$ cat config.mk
export PLATFORM = sky130hd
export DESIGN_NAME = amplifier_config_regs
export DESIGN_NICKNAME = d
export VERILOG_FILES = /design/src/amp_cfg_pkg.sv /design/src/amp_cfg_reg.sv /design/src/amplifier_config_regs.sv
export SDC_FILE = /design/constraint.sdc
export NUM_CORES = 1
export LEC_CHECK = 0
export ABC_AREA = 0
export CORE_MARGIN = 2
export CORE_UTILIZATION = 50
export CTS_CLUSTER_SIZE = 25
export DETAILED_ROUTE_END_ITERATION = 8
export DONT_BUFFER_PORTS = 1
export GPL_TIMING_DRIVEN = 0
export PLACE_DENSITY = 0.78
export SYNTH_ARGS = -nofsm -noshare
export SYNTH_HDL_FRONTEND = slang
export SYNTH_SLANG_ARGS = --single-unit
export TNS_END_PERCENT = 100
$ cat constraint.sdc
create_clock -name ref_clk -period 1 [get_ports ref_clk]
set_input_delay 0 -clock ref_clk [delete_from_list [all_inputs] [get_ports ref_clk]]
set_output_delay 0 -clock ref_clk [all_outputs]
set_load 0.05 [all_outputs]
$ cat src/amp_cfg_pkg.sv
// constants for the amplifier configuration register bank
package amp_cfg_pkg;
    localparam int ADDR_W = 8;
    localparam int DATA_W = 8;
    // register addresses
    localparam logic [7:0] OFF_CH3_INPUT_SELECT       = 8'h04;
    localparam logic [7:0] OFF_CH1_GAIN_CODE          = 8'h06;
    localparam logic [7:0] OFF_CH2_GAIN_CODE          = 8'h07;
    localparam logic [7:0] OFF_CH3_GAIN_CODE          = 8'h08;
    localparam logic [7:0] OFF_AMP_SPEED_MODE         = 8'h09;
    localparam logic [7:0] OFF_AMP_DAC_POWER_ENABLE   = 8'h11;
    // reset values
    localparam logic [7:0] RST_CH3_INPUT_SELECT       = 8'h00;
    localparam logic [7:0] RST_GAIN_CODE              = 8'h00;
    localparam logic [7:0] RST_AMP_SPEED_MODE         = 8'h00;
    localparam logic [7:0] RST_AMP_DAC_POWER_ENABLE   = 8'h00;
    // writable bit masks
    localparam logic [7:0] MASK_GAIN_CODE             = 8'h1f;
    localparam logic [7:0] MASK_AMP_SPEED_MODE        = 8'h3f;
    localparam logic [7:0] MASK_CH3_INPUT_SELECT      = 8'hff;
    localparam logic [7:0] MASK_AMP_DAC_POWER_ENABLE  = 8'hff;
    // field positions
    localparam int GAIN_LSB         = 0;
    localparam int GAIN_W           = 5;
    localparam int SPEED_LSB        = 0;
    localparam int SPEED_W          = 2;
    localparam int NONINV_SRC_LSB   = 0;
    localparam int INV_SRC_LSB      = 4;
    localparam int SRC_W            = 3;
    localparam int AMP_EN_LSB       = 0;
    localparam int AMP_EN_W         = 3;
    localparam int CONV_EN_LSB      = 4;
    localparam int CONV_EN_W        = 4;
    localparam int INST_AMP_GAIN    = 3;
    localparam logic [7:0] VAL_INST_AMP_GAIN = 8'h03;

    typedef enum logic [1:0] {
        SPEED_HIGH = 2'b00,
        SPEED_MID2 = 2'b01,
        SPEED_MID1 = 2'b10,
        SPEED_LOW  = 2'b11
    } speed_mode_t;

    typedef enum logic [2:0] {
        SRC_PIN_A     = 3'b000,
        SRC_PIN_B     = 3'b001,
        SRC_CH1_OUT   = 3'b010,
        SRC_CH2_OUT   = 3'b011,
        SRC_CONV3_REF = 3'b100
    } ch3_src_t;
endpackage

$ cat src/amp_cfg_reg.sv
// one masked 8-bit control register with its own write strobe
`timescale 1ns/10ps
`default_nettype none
module amp_cfg_reg #(
    parameter logic [7:0] RESET_VAL = 8'h00,
    parameter logic [7:0] WR_MASK   = 8'hff
) (
    // clock and reset
    input  wire logic       ref_clk,
    input  wire logic       reset,
    // write side
    input  wire logic       wr_en,
    input  wire logic [7:0] wr_data,
    // stored value
    output logic      [7:0] value
);
    logic [7:0] value_r;

    // masked bits never store, so they read as zero
    always_ff @(posedge ref_clk or posedge reset) begin
        if (reset) begin
            value_r <= RESET_VAL;
        end else if (wr_en) begin
            value_r <= wr_data & WR_MASK;
        end
    end

    assign value = value_r;
endmodule
`default_nettype wire

$ cat src/amplifier_config_regs.sv
// register bank steering three configurable amplifier channels
`timescale 1ns/10ps
`default_nettype none
module amplifier_config_regs
    import amp_cfg_pkg::*;
(
    // clock and reset
    input  wire logic              ref_clk,
    input  wire logic              reset,
    // register port from the serial control interface
    input  wire logic              reg_wr,
    input  wire logic              reg_rd,
    input  wire logic [ADDR_W-1:0] reg_addr,
    input  wire logic [DATA_W-1:0] reg_wdata,
    output logic      [DATA_W-1:0] reg_rdata,
    output logic                   reg_hit,
    // analog control outputs
    output logic      [GAIN_W-1:0] ch1_gain,
    output logic      [GAIN_W-1:0] ch2_gain,
    output logic      [GAIN_W-1:0] ch3_gain,
    output speed_mode_t            amp_speed,
    output logic      [SRC_W-1:0]  ch3_noninv_src,
    output logic      [SRC_W-1:0]  ch3_inv_src,
    output logic                   ch1_power_on,
    output logic                   ch2_power_on,
    output logic                   ch3_power_on,
    output logic      [CONV_EN_W-1:0] conv_power_on,
    output logic                   inst_amp_ready
);
    ////////////////////////////////////////////////////////////////////////
    // address decode
    logic       we_sel;
    logic       we_g1;
    logic       we_g2;
    logic       we_g3;
    logic       we_spd;
    logic       we_pwr;
    logic [7:0] sel_q;
    logic [7:0] g1_q;
    logic [7:0] g2_q;
    logic [7:0] g3_q;
    logic [7:0] spd_q;
    logic [7:0] pwr_q;
    logic [7:0] rdata_nxt;
    logic       hit_nxt;
    logic [7:0] rdata_r;

    // register port writes land in one cycle
    assign we_sel = reg_wr && (reg_addr == OFF_CH3_INPUT_SELECT);
    assign we_g1  = reg_wr && (reg_addr == OFF_CH1_GAIN_CODE);
    assign we_g2  = reg_wr && (reg_addr == OFF_CH2_GAIN_CODE);
    assign we_g3  = reg_wr && (reg_addr == OFF_CH3_GAIN_CODE);
    assign we_spd = reg_wr && (reg_addr == OFF_AMP_SPEED_MODE);
    assign we_pwr = reg_wr && (reg_addr == OFF_AMP_DAC_POWER_ENABLE);

    ////////////////////////////////////////////////////////////////////////
    // storage
    // source select keeps bits 7 and 3 too
    amp_cfg_reg #(
        .RESET_VAL (RST_CH3_INPUT_SELECT),
        .WR_MASK   (MASK_CH3_INPUT_SELECT)
    ) u_sel (
        .ref_clk (ref_clk),
        .reset   (reset),
        .wr_en   (we_sel),
        .wr_data (reg_wdata),
        .value   (sel_q)
    );

    // gain upper bits masked off
    amp_cfg_reg #(
        .RESET_VAL (RST_GAIN_CODE),
        .WR_MASK   (MASK_GAIN_CODE)
    ) u_g1 (
        .ref_clk (ref_clk),
        .reset   (reset),
        .wr_en   (we_g1),
        .wr_data (reg_wdata),
        .value   (g1_q)
    );

    amp_cfg_reg #(
        .RESET_VAL (RST_GAIN_CODE),
        .WR_MASK   (MASK_GAIN_CODE)
    ) u_g2 (
        .ref_clk (ref_clk),
        .reset   (reset),
        .wr_en   (we_g2),
        .wr_data (reg_wdata),
        .value   (g2_q)
    );

    amp_cfg_reg #(
        .RESET_VAL (RST_GAIN_CODE),
        .WR_MASK   (MASK_GAIN_CODE)
    ) u_g3 (
        .ref_clk (ref_clk),
        .reset   (reset),
        .wr_en   (we_g3),
        .wr_data (reg_wdata),
        .value   (g3_q)
    );

    // bits 5..2 store but drive nothing; 7..6 masked
    amp_cfg_reg #(
        .RESET_VAL (RST_AMP_SPEED_MODE),
        .WR_MASK   (MASK_AMP_SPEED_MODE)
    ) u_spd (
        .ref_clk (ref_clk),
        .reset   (reset),
        .wr_en   (we_spd),
        .wr_data (reg_wdata),
        .value   (spd_q)
    );

    // bit 3 stored as written; zeroing it is the host's job
    amp_cfg_reg #(
        .RESET_VAL (RST_AMP_DAC_POWER_ENABLE),
        .WR_MASK   (MASK_AMP_DAC_POWER_ENABLE)
    ) u_pwr (
        .ref_clk (ref_clk),
        .reset   (reset),
        .wr_en   (we_pwr),
        .wr_data (reg_wdata),
        .value   (pwr_q)
    );

    ////////////////////////////////////////////////////////////////////////
    // read path
    always_comb begin
        rdata_nxt = 8'h00;
        hit_nxt   = 1'b1;
        if (reg_addr == OFF_CH3_INPUT_SELECT) begin
            rdata_nxt = sel_q;
        end else if (reg_addr == OFF_CH1_GAIN_CODE) begin
            rdata_nxt = g1_q;
        end else if (reg_addr == OFF_CH2_GAIN_CODE) begin
            rdata_nxt = g2_q;
        end else if (reg_addr == OFF_CH3_GAIN_CODE) begin
            rdata_nxt = g3_q;
        end else if (reg_addr == OFF_AMP_SPEED_MODE) begin
            rdata_nxt = spd_q;
        end else if (reg_addr == OFF_AMP_DAC_POWER_ENABLE) begin
            rdata_nxt = pwr_q;
        end else begin
            hit_nxt = 1'b0;
        end
    end

    // read data registered; unmapped addresses return zero
    always_ff @(posedge ref_clk or posedge reset) begin
        if (reset) begin
            rdata_r <= 8'h00;
        end else if (reg_rd) begin
            rdata_r <= rdata_nxt;
        end
    end

    assign reg_rdata = rdata_r;
    assign reg_hit   = hit_nxt;

    ////////////////////////////////////////////////////////////////////////
    // analog controls, driven raw even for prohibited codes
    // code meaning depends on the analog configuration, not on this bank
    assign ch1_gain = g1_q[GAIN_LSB +: GAIN_W];
    assign ch2_gain = g2_q[GAIN_LSB +: GAIN_W];
    assign ch3_gain = g3_q[GAIN_LSB +: GAIN_W];
    assign amp_speed = speed_mode_t'(spd_q[SPEED_LSB +: SPEED_W]);
    assign ch3_noninv_src = sel_q[NONINV_SRC_LSB +: SRC_W];
    assign ch3_inv_src    = sel_q[INV_SRC_LSB +: SRC_W];
    assign ch1_power_on = pwr_q[AMP_EN_LSB];
    assign ch2_power_on = pwr_q[AMP_EN_LSB + 1];
    assign ch3_power_on = pwr_q[AMP_EN_LSB + 2];
    assign conv_power_on = pwr_q[CONV_EN_LSB +: CONV_EN_W];

    // status hint: all three channels on with ch1/ch2 at fixed gain
    assign inst_amp_ready = (g1_q == VAL_INST_AMP_GAIN)
                         && (g2_q == VAL_INST_AMP_GAIN)
                         && (&pwr_q[AMP_EN_LSB +: AMP_EN_W]);

    ////////////////////////////////////////////////////////////////////////
    // elaboration checks
    // storage cells and byte offsets are fixed at eight bits
    if (DATA_W != 8 || ADDR_W != 8) begin : g_bad_bus_width
        $error("register port must be eight bits wide");
    end

    // each field slice must sit inside its register
    if (GAIN_LSB + GAIN_W > DATA_W) begin : g_bad_gain_field
        $error("gain field runs past the register");
    end

    if (SPEED_LSB + SPEED_W > DATA_W) begin : g_bad_speed_field
        $error("speed field runs past the register");
    end

    // the speed enum is two bits wide, a wider field would be cut
    if (SPEED_W != 2) begin : g_bad_speed_width
        $error("speed field must match the speed mode type");
    end

    // both source fields share one register and must not overlap
    if (NONINV_SRC_LSB + SRC_W > INV_SRC_LSB
        || INV_SRC_LSB + SRC_W > DATA_W) begin : g_bad_src_fields
        $error("source fields overlap or run past the register");
    end

    // one enable per channel; the channel outputs index bits 0..2
    if (AMP_EN_W != 3
        || AMP_EN_LSB + AMP_EN_W > CONV_EN_LSB
        || CONV_EN_LSB + CONV_EN_W > DATA_W) begin : g_bad_power_fields
        $error("power enable fields do not fit the register");
    end
endmodule
`default_nettype wire

Yosys cells after proc, flatten, opt, wreduce, memory -nomap -nowiden
Cells that the tools add are included.

word-level totals
  flip-flop bits (word level) = 45
  input port bits = 20

cells by class
  muxes and demuxes = 12
  reduce and logical (&&, ||, !) cells = 9
  equal/unequal tests = 8

operator list
  cell                number
  $mux 8              6
  $eq 8x3->1 const B  3
  $eq 8x4->1 const B  2
  $eq 5x2->1 const B  2
  $eq 8x5->1 const B  1
  $logic_and 1x1->1   8
  $mux 1              6
  $reduce_and 3->1    1

Longest topological paths before layout
  depth after elaboration = 7
  gate-level depth with buffers = 6
  gate-level depth less buffers = 4

By module
From an unflattened synthesis, not the netlist that was laid out.

unflattened totals
  cells, all modules = 218
  area, all modules = 2516.2 um^2

by module, submodules not included
  module                   cells an instance  seq. area each (um^2)  area an instance (um^2)  instances
  amplifier_config_regs    120                200.2                  937.1                    1
  amp_cfg_reg (u_pwr ...)  18                 200.2                  335.3                    2
  amp_cfg_reg (u_g1 ...)   15                 125.1                  211.5                    3
  amp_cfg_reg (u_spd)      17                 150.1                  274.0                    1

Worst setup path after synthesis
No wires, ideal clock.

  path type = reg2out
  start point = register u_g2.value_r[2], in the netlist u_g2.value[2]
  end point = output inst_amp_ready
  arrival = 2.660 ns
  buffers on the path = 0
  data required time = 1.000 ns
  path slack = -1.660 ns
  stages on the path, launching flop included = 4
  path through = dfrtp_1 nand4b_1 or4_1 nor4_1

on the way
  longest elaborated chain between the ends = 3

RTL lines
  what                    line                          source
  from (decl)             amp_cfg_reg.sv:17             logic [7:0] value_r;
  from (signal assigned)  amp_cfg_reg.sv:24             value_r <= wr_data & WR_MASK;
  $eq 5x2->1              amplifier_config_regs.sv:178  && (g2_q == VAL_INST_AMP_GAIN)
  $logic_and 1x1->1       amplifier_config_regs.sv:178
  $logic_and 1x1->1       amplifier_config_regs.sv:179  && (&pwr_q[AMP_EN_LSB +: AMP_EN_W]);
  to (decl)               amplifier_config_regs.sv:28   output logic inst_amp_ready

Every way passes these cells.

Worst setup path after layout
Same ends and word-level chain as after synthesis.

==> metrics.md <==
| Metric | Value |
|---|---|
| Lkg Pwr | 0.001287 uW |
| Total grt overflow | 0 |
| Die boundary height | 73.08 um |
| XOR/XNOR share of the synthesized area | 0 |
| Most area-consuming cells after synthesis | dfrtp_1 47%, mux2_2 16%, buf_4 4.1% |
| Post-synthesis cell area | 2386 um2 |
| Fin Clk Skew | 0.005863 ns |
| Worst slack at placement | -0.8834 ns |
| Remaining number of nets flagged by the antenna check after routing | 0 |
| Number of buffers added by the clock tree synthesis step | 5 |
| Final sum of negative setup slack | -6.130 ns |
| Combinational family with the most area after synthesis | multiplexers |
| Commonest cells in the synthesized netlist | 45 x dfrtp_1, 34 x mux2_2, 13 x buf_4, 13 x nor2_1 |
| Final worst path period share | 2.169 |
| Average wire per standard cell | 21.18 um |
| Predominant post-synthesis flop cell | dfrtp_1 |
| Synth-to-layout area growth | 23.60% |
| Final WS setup | -1.169 ns |
| Post-detailed-placement cell area | 2582 um2 |
| Final HPWL DP | 3903 um |
| Post-Synth Adder-Cell Area | 0 |
| Clock tree from TritonCTS | built |
| Pin slew with the least headroom to its limit | 0.7314 ns |
| Final instance area | 2949 um2 |
| Number of antenna violations at the first check in global routing | 0 |
| Share of cell area taken by muxes after synthesis | 0.2045 |
| Count of input and output buffers | 0 |
| Worst VDD drop | 0.8186 mV |
| Critical path arrival | 2.17 ns |
| Setup CP Type | reg2out |
| Cell Pwr Density | 1395 nW/um2 |
| Endpoints failing setup | 38 |
| Worst EP required | 1.00 ns |
| Effective utilization at floorplan | 0.5119 |
| All-Layer GR Usage | 0.2418 |
| Number of unique standard cell types used by synthesis | 43 |
| Max Fclk | 461.1 MHz |
| CTS sink cnt | 45 |
| Via density per instance | 6.217 |
| 1st-pass router iterations | 4 |
| Master cell of the clock root buffer | clkbuf_8 |
| Flop and latch count out of synthesis | 45 |
| Total Die Area | 5341 um2 |
| Setup repair after global routing missed its margin | yes |
| Via count | 1747 |
| Worst-Skew Late Latency | 0.30 ns |
| Asr flop ratio synth | 1.000 |
| Fraction of post-synthesis cell area in the top cell type by area | 0.4719 |
| Placer congestion estimate | 0.8110 |
| Seq/Total Area, Yosys | 0.4719 |
| Post-synthesis simple-gate area fraction | 0.1432 |
| Layout cells sized above 1 | 0.5507 |
| Headroom to the max-slew limit | 0.5087 |
| Residual DRC | 0 |
| Synth Area per Inst | 11.81 um2 |
| Maximum count of clock buffers along a single path | 2 |
| Cell type contributing the most total cell area after synthesis | dfrtp_1 |
| Core region area | 4661 um2 |
| Diode insertion count for antenna repair | 0 |
| Portion of total power attributed to the clock network | 0.341 |
| Psw | 1172 uW |
| Sequential group share of total power | 0.532 |
| Hold WC Path Type | in2reg |
| Clock-pin slew on the worst setup and hold paths | 0.08 ns |
| Vias in the first global route | 1753 |
| Top-level port count | 60 |
| Combinational share of power | 0.127 |
| Number of standard-cell rows in the floorplan | 25 |
| Max-slew violations | 0 |
| Synthesized netlist cell count | 202 |
| Hold violation total from the final report | 0 |
| Kind of launch point of the worst setup path | flop |
| Worst setup EP type | output port |
| Pin count of the biggest net entering global routing | 46 |
| Shortest period the worst path allows | 2.169 ns |
| Net count, final | 246 |
| Number of max-capacitance violations reported | 0 |
| Internal power consumption | 2943 uW |
| Worst Path Max Fanout | 4 |
| Aggregate routed wire length | 5951 um |
| Floorplan die width | 73.08 um |
| EDFF count, synth | 0 |
| Violated checks | negative setup slack |
| Cell with the most instances after synthesis | dfrtp_1 |
| Global-route wire length before repair | 9411 um |
| Total of warnings raised by yosys | 0 |
| Iter 0 DRT Violations | 122 |
| Number of levels in the clock H-tree | 2 |
| Compound-cell area share of the yosys netlist | 0.1085 |
| Syn Nets | 222 |
| Outcome | finished with violations |
| Switching share of power | 0.2848 |
-- metal layers --
layer  wire length, um  track usage
met5                 0            0
met4               103      0.09671
met3               356      0.05939
met2              2984       0.3764
met1              2508       0.3246
-- sequential cells by signal (all words and copies together) (netlist names) --
register and cells:
u_g1.value 5, u_spd.value 6, u_sel.value 8, reg_rdata 8, u_pwr.value 8, u_g3.value 5, u_g2.value 5
-- logic make-up after synthesis --
group / count (synthesis)
flops: 45
compound gates: 35
buf+inv: 28
simple gates: 52
mux: 42
-- path summary, 6_finish.rpt --
| check | start | end | slack (ns) | depth (start not counted) |
|---|---|---|---|---|
| worst max-delay path | u_g2.value[2] | inst_amp_ready | -1.17 | 3 |
| worst min-delay path | reg_addr[1] | reg_rdata[0] | 0.02 | 4 |
| worst max register to register | u_g1.value[4] | reg_rdata[4] | -0.27 | 3 |
| worst min register to register | u_sel.value[7] | u_sel.value[7] | 0.52 | 1 |
| max in group asynchronous | reset | u_g2.value[2] | 0.36 | 2 |
| min in group asynchronous | reset | u_g2.value[1] | 0.32 | 2 |
-- per-stage QoR --
stage / hold WS, ns / power, uW / utilization / cells
CTS: 0.01683 / 4138 / 0.6346 / 283
global route: 0.04307 / 4256 / 0.6328 / 281
global placement: 0.1152 / 2638 / 0.5541 / 256
finish: 0.02022 / 4115 / 0.6328 / 281
detailed placement: 0.1075 / 2646 / 0.5541 / 256
floorplan: 0.01038 / 2565 / - / 202
-- worst max-delay path, cell delays in order (launching register included) --
cell and delay, ns:
dfrtp_2 0.54, nand4b_1 0.30, or4_4 0.47, nor4_4 0.57
-- layout by cell type, fill, tap and decap left out, types with 4 or more instances in the layout --
| cell | n |
|---|---|
| a21o_1 | 6 |
| inv_1 | 4 |
| nor3_1 | 5 |
| dfrtp_1 | 29 |
| mux2_4 | 9 |
| nand2_1 | 4 |
| nor2_1 | 10 |
| buf_4 | 21 |
| dfrtp_2 | 16 |
| dlygate4sd3_1 | 10 |
| clkbuf_8 | 6 |
| mux2_2 | 30 |
| a21oi_1 | 4 |
-- power groups by stage --
stage                     clock network, uW  logic (uW)  registers, uW
after floorplan                           0         377           2190
after global placement                    0         422           2220
after detailed placement                  0         427           2220
after CTS                              1430         524           2190
after global routing                   1490         568           2200
final                                  1400         524           2190
-- repair_timing --
| item | 4_1_cts | 5_1_grt |
|---|---|---|
| hold buffers | 10 | 0 |
| setup buffers | 9 | 2 |
| setup endpoints to repair | 44 | 93 |
| cloned | 0 | 1 |
| gates resized for setup | 27 | 18 |
| pin swaps | 11 | 11 |
| endpoints found under the hold margin | 82 | 0 |
-- cell type report --
type	instances	area, um2
Fill cell	365	1712
Multi-Input combinational cell	129	1267
Sequential cell	45	1146
Timing Repair Buffer	20	182.7
Buffer	18	135.1
Clock buffer	7	86.33
Tap cell	54	67.56
Clock inverter	1	30.03
Inverter	6	26.28
Timing Repair inverter	1	7.507
No activity file was read; power rests on OpenSTA's default activity.
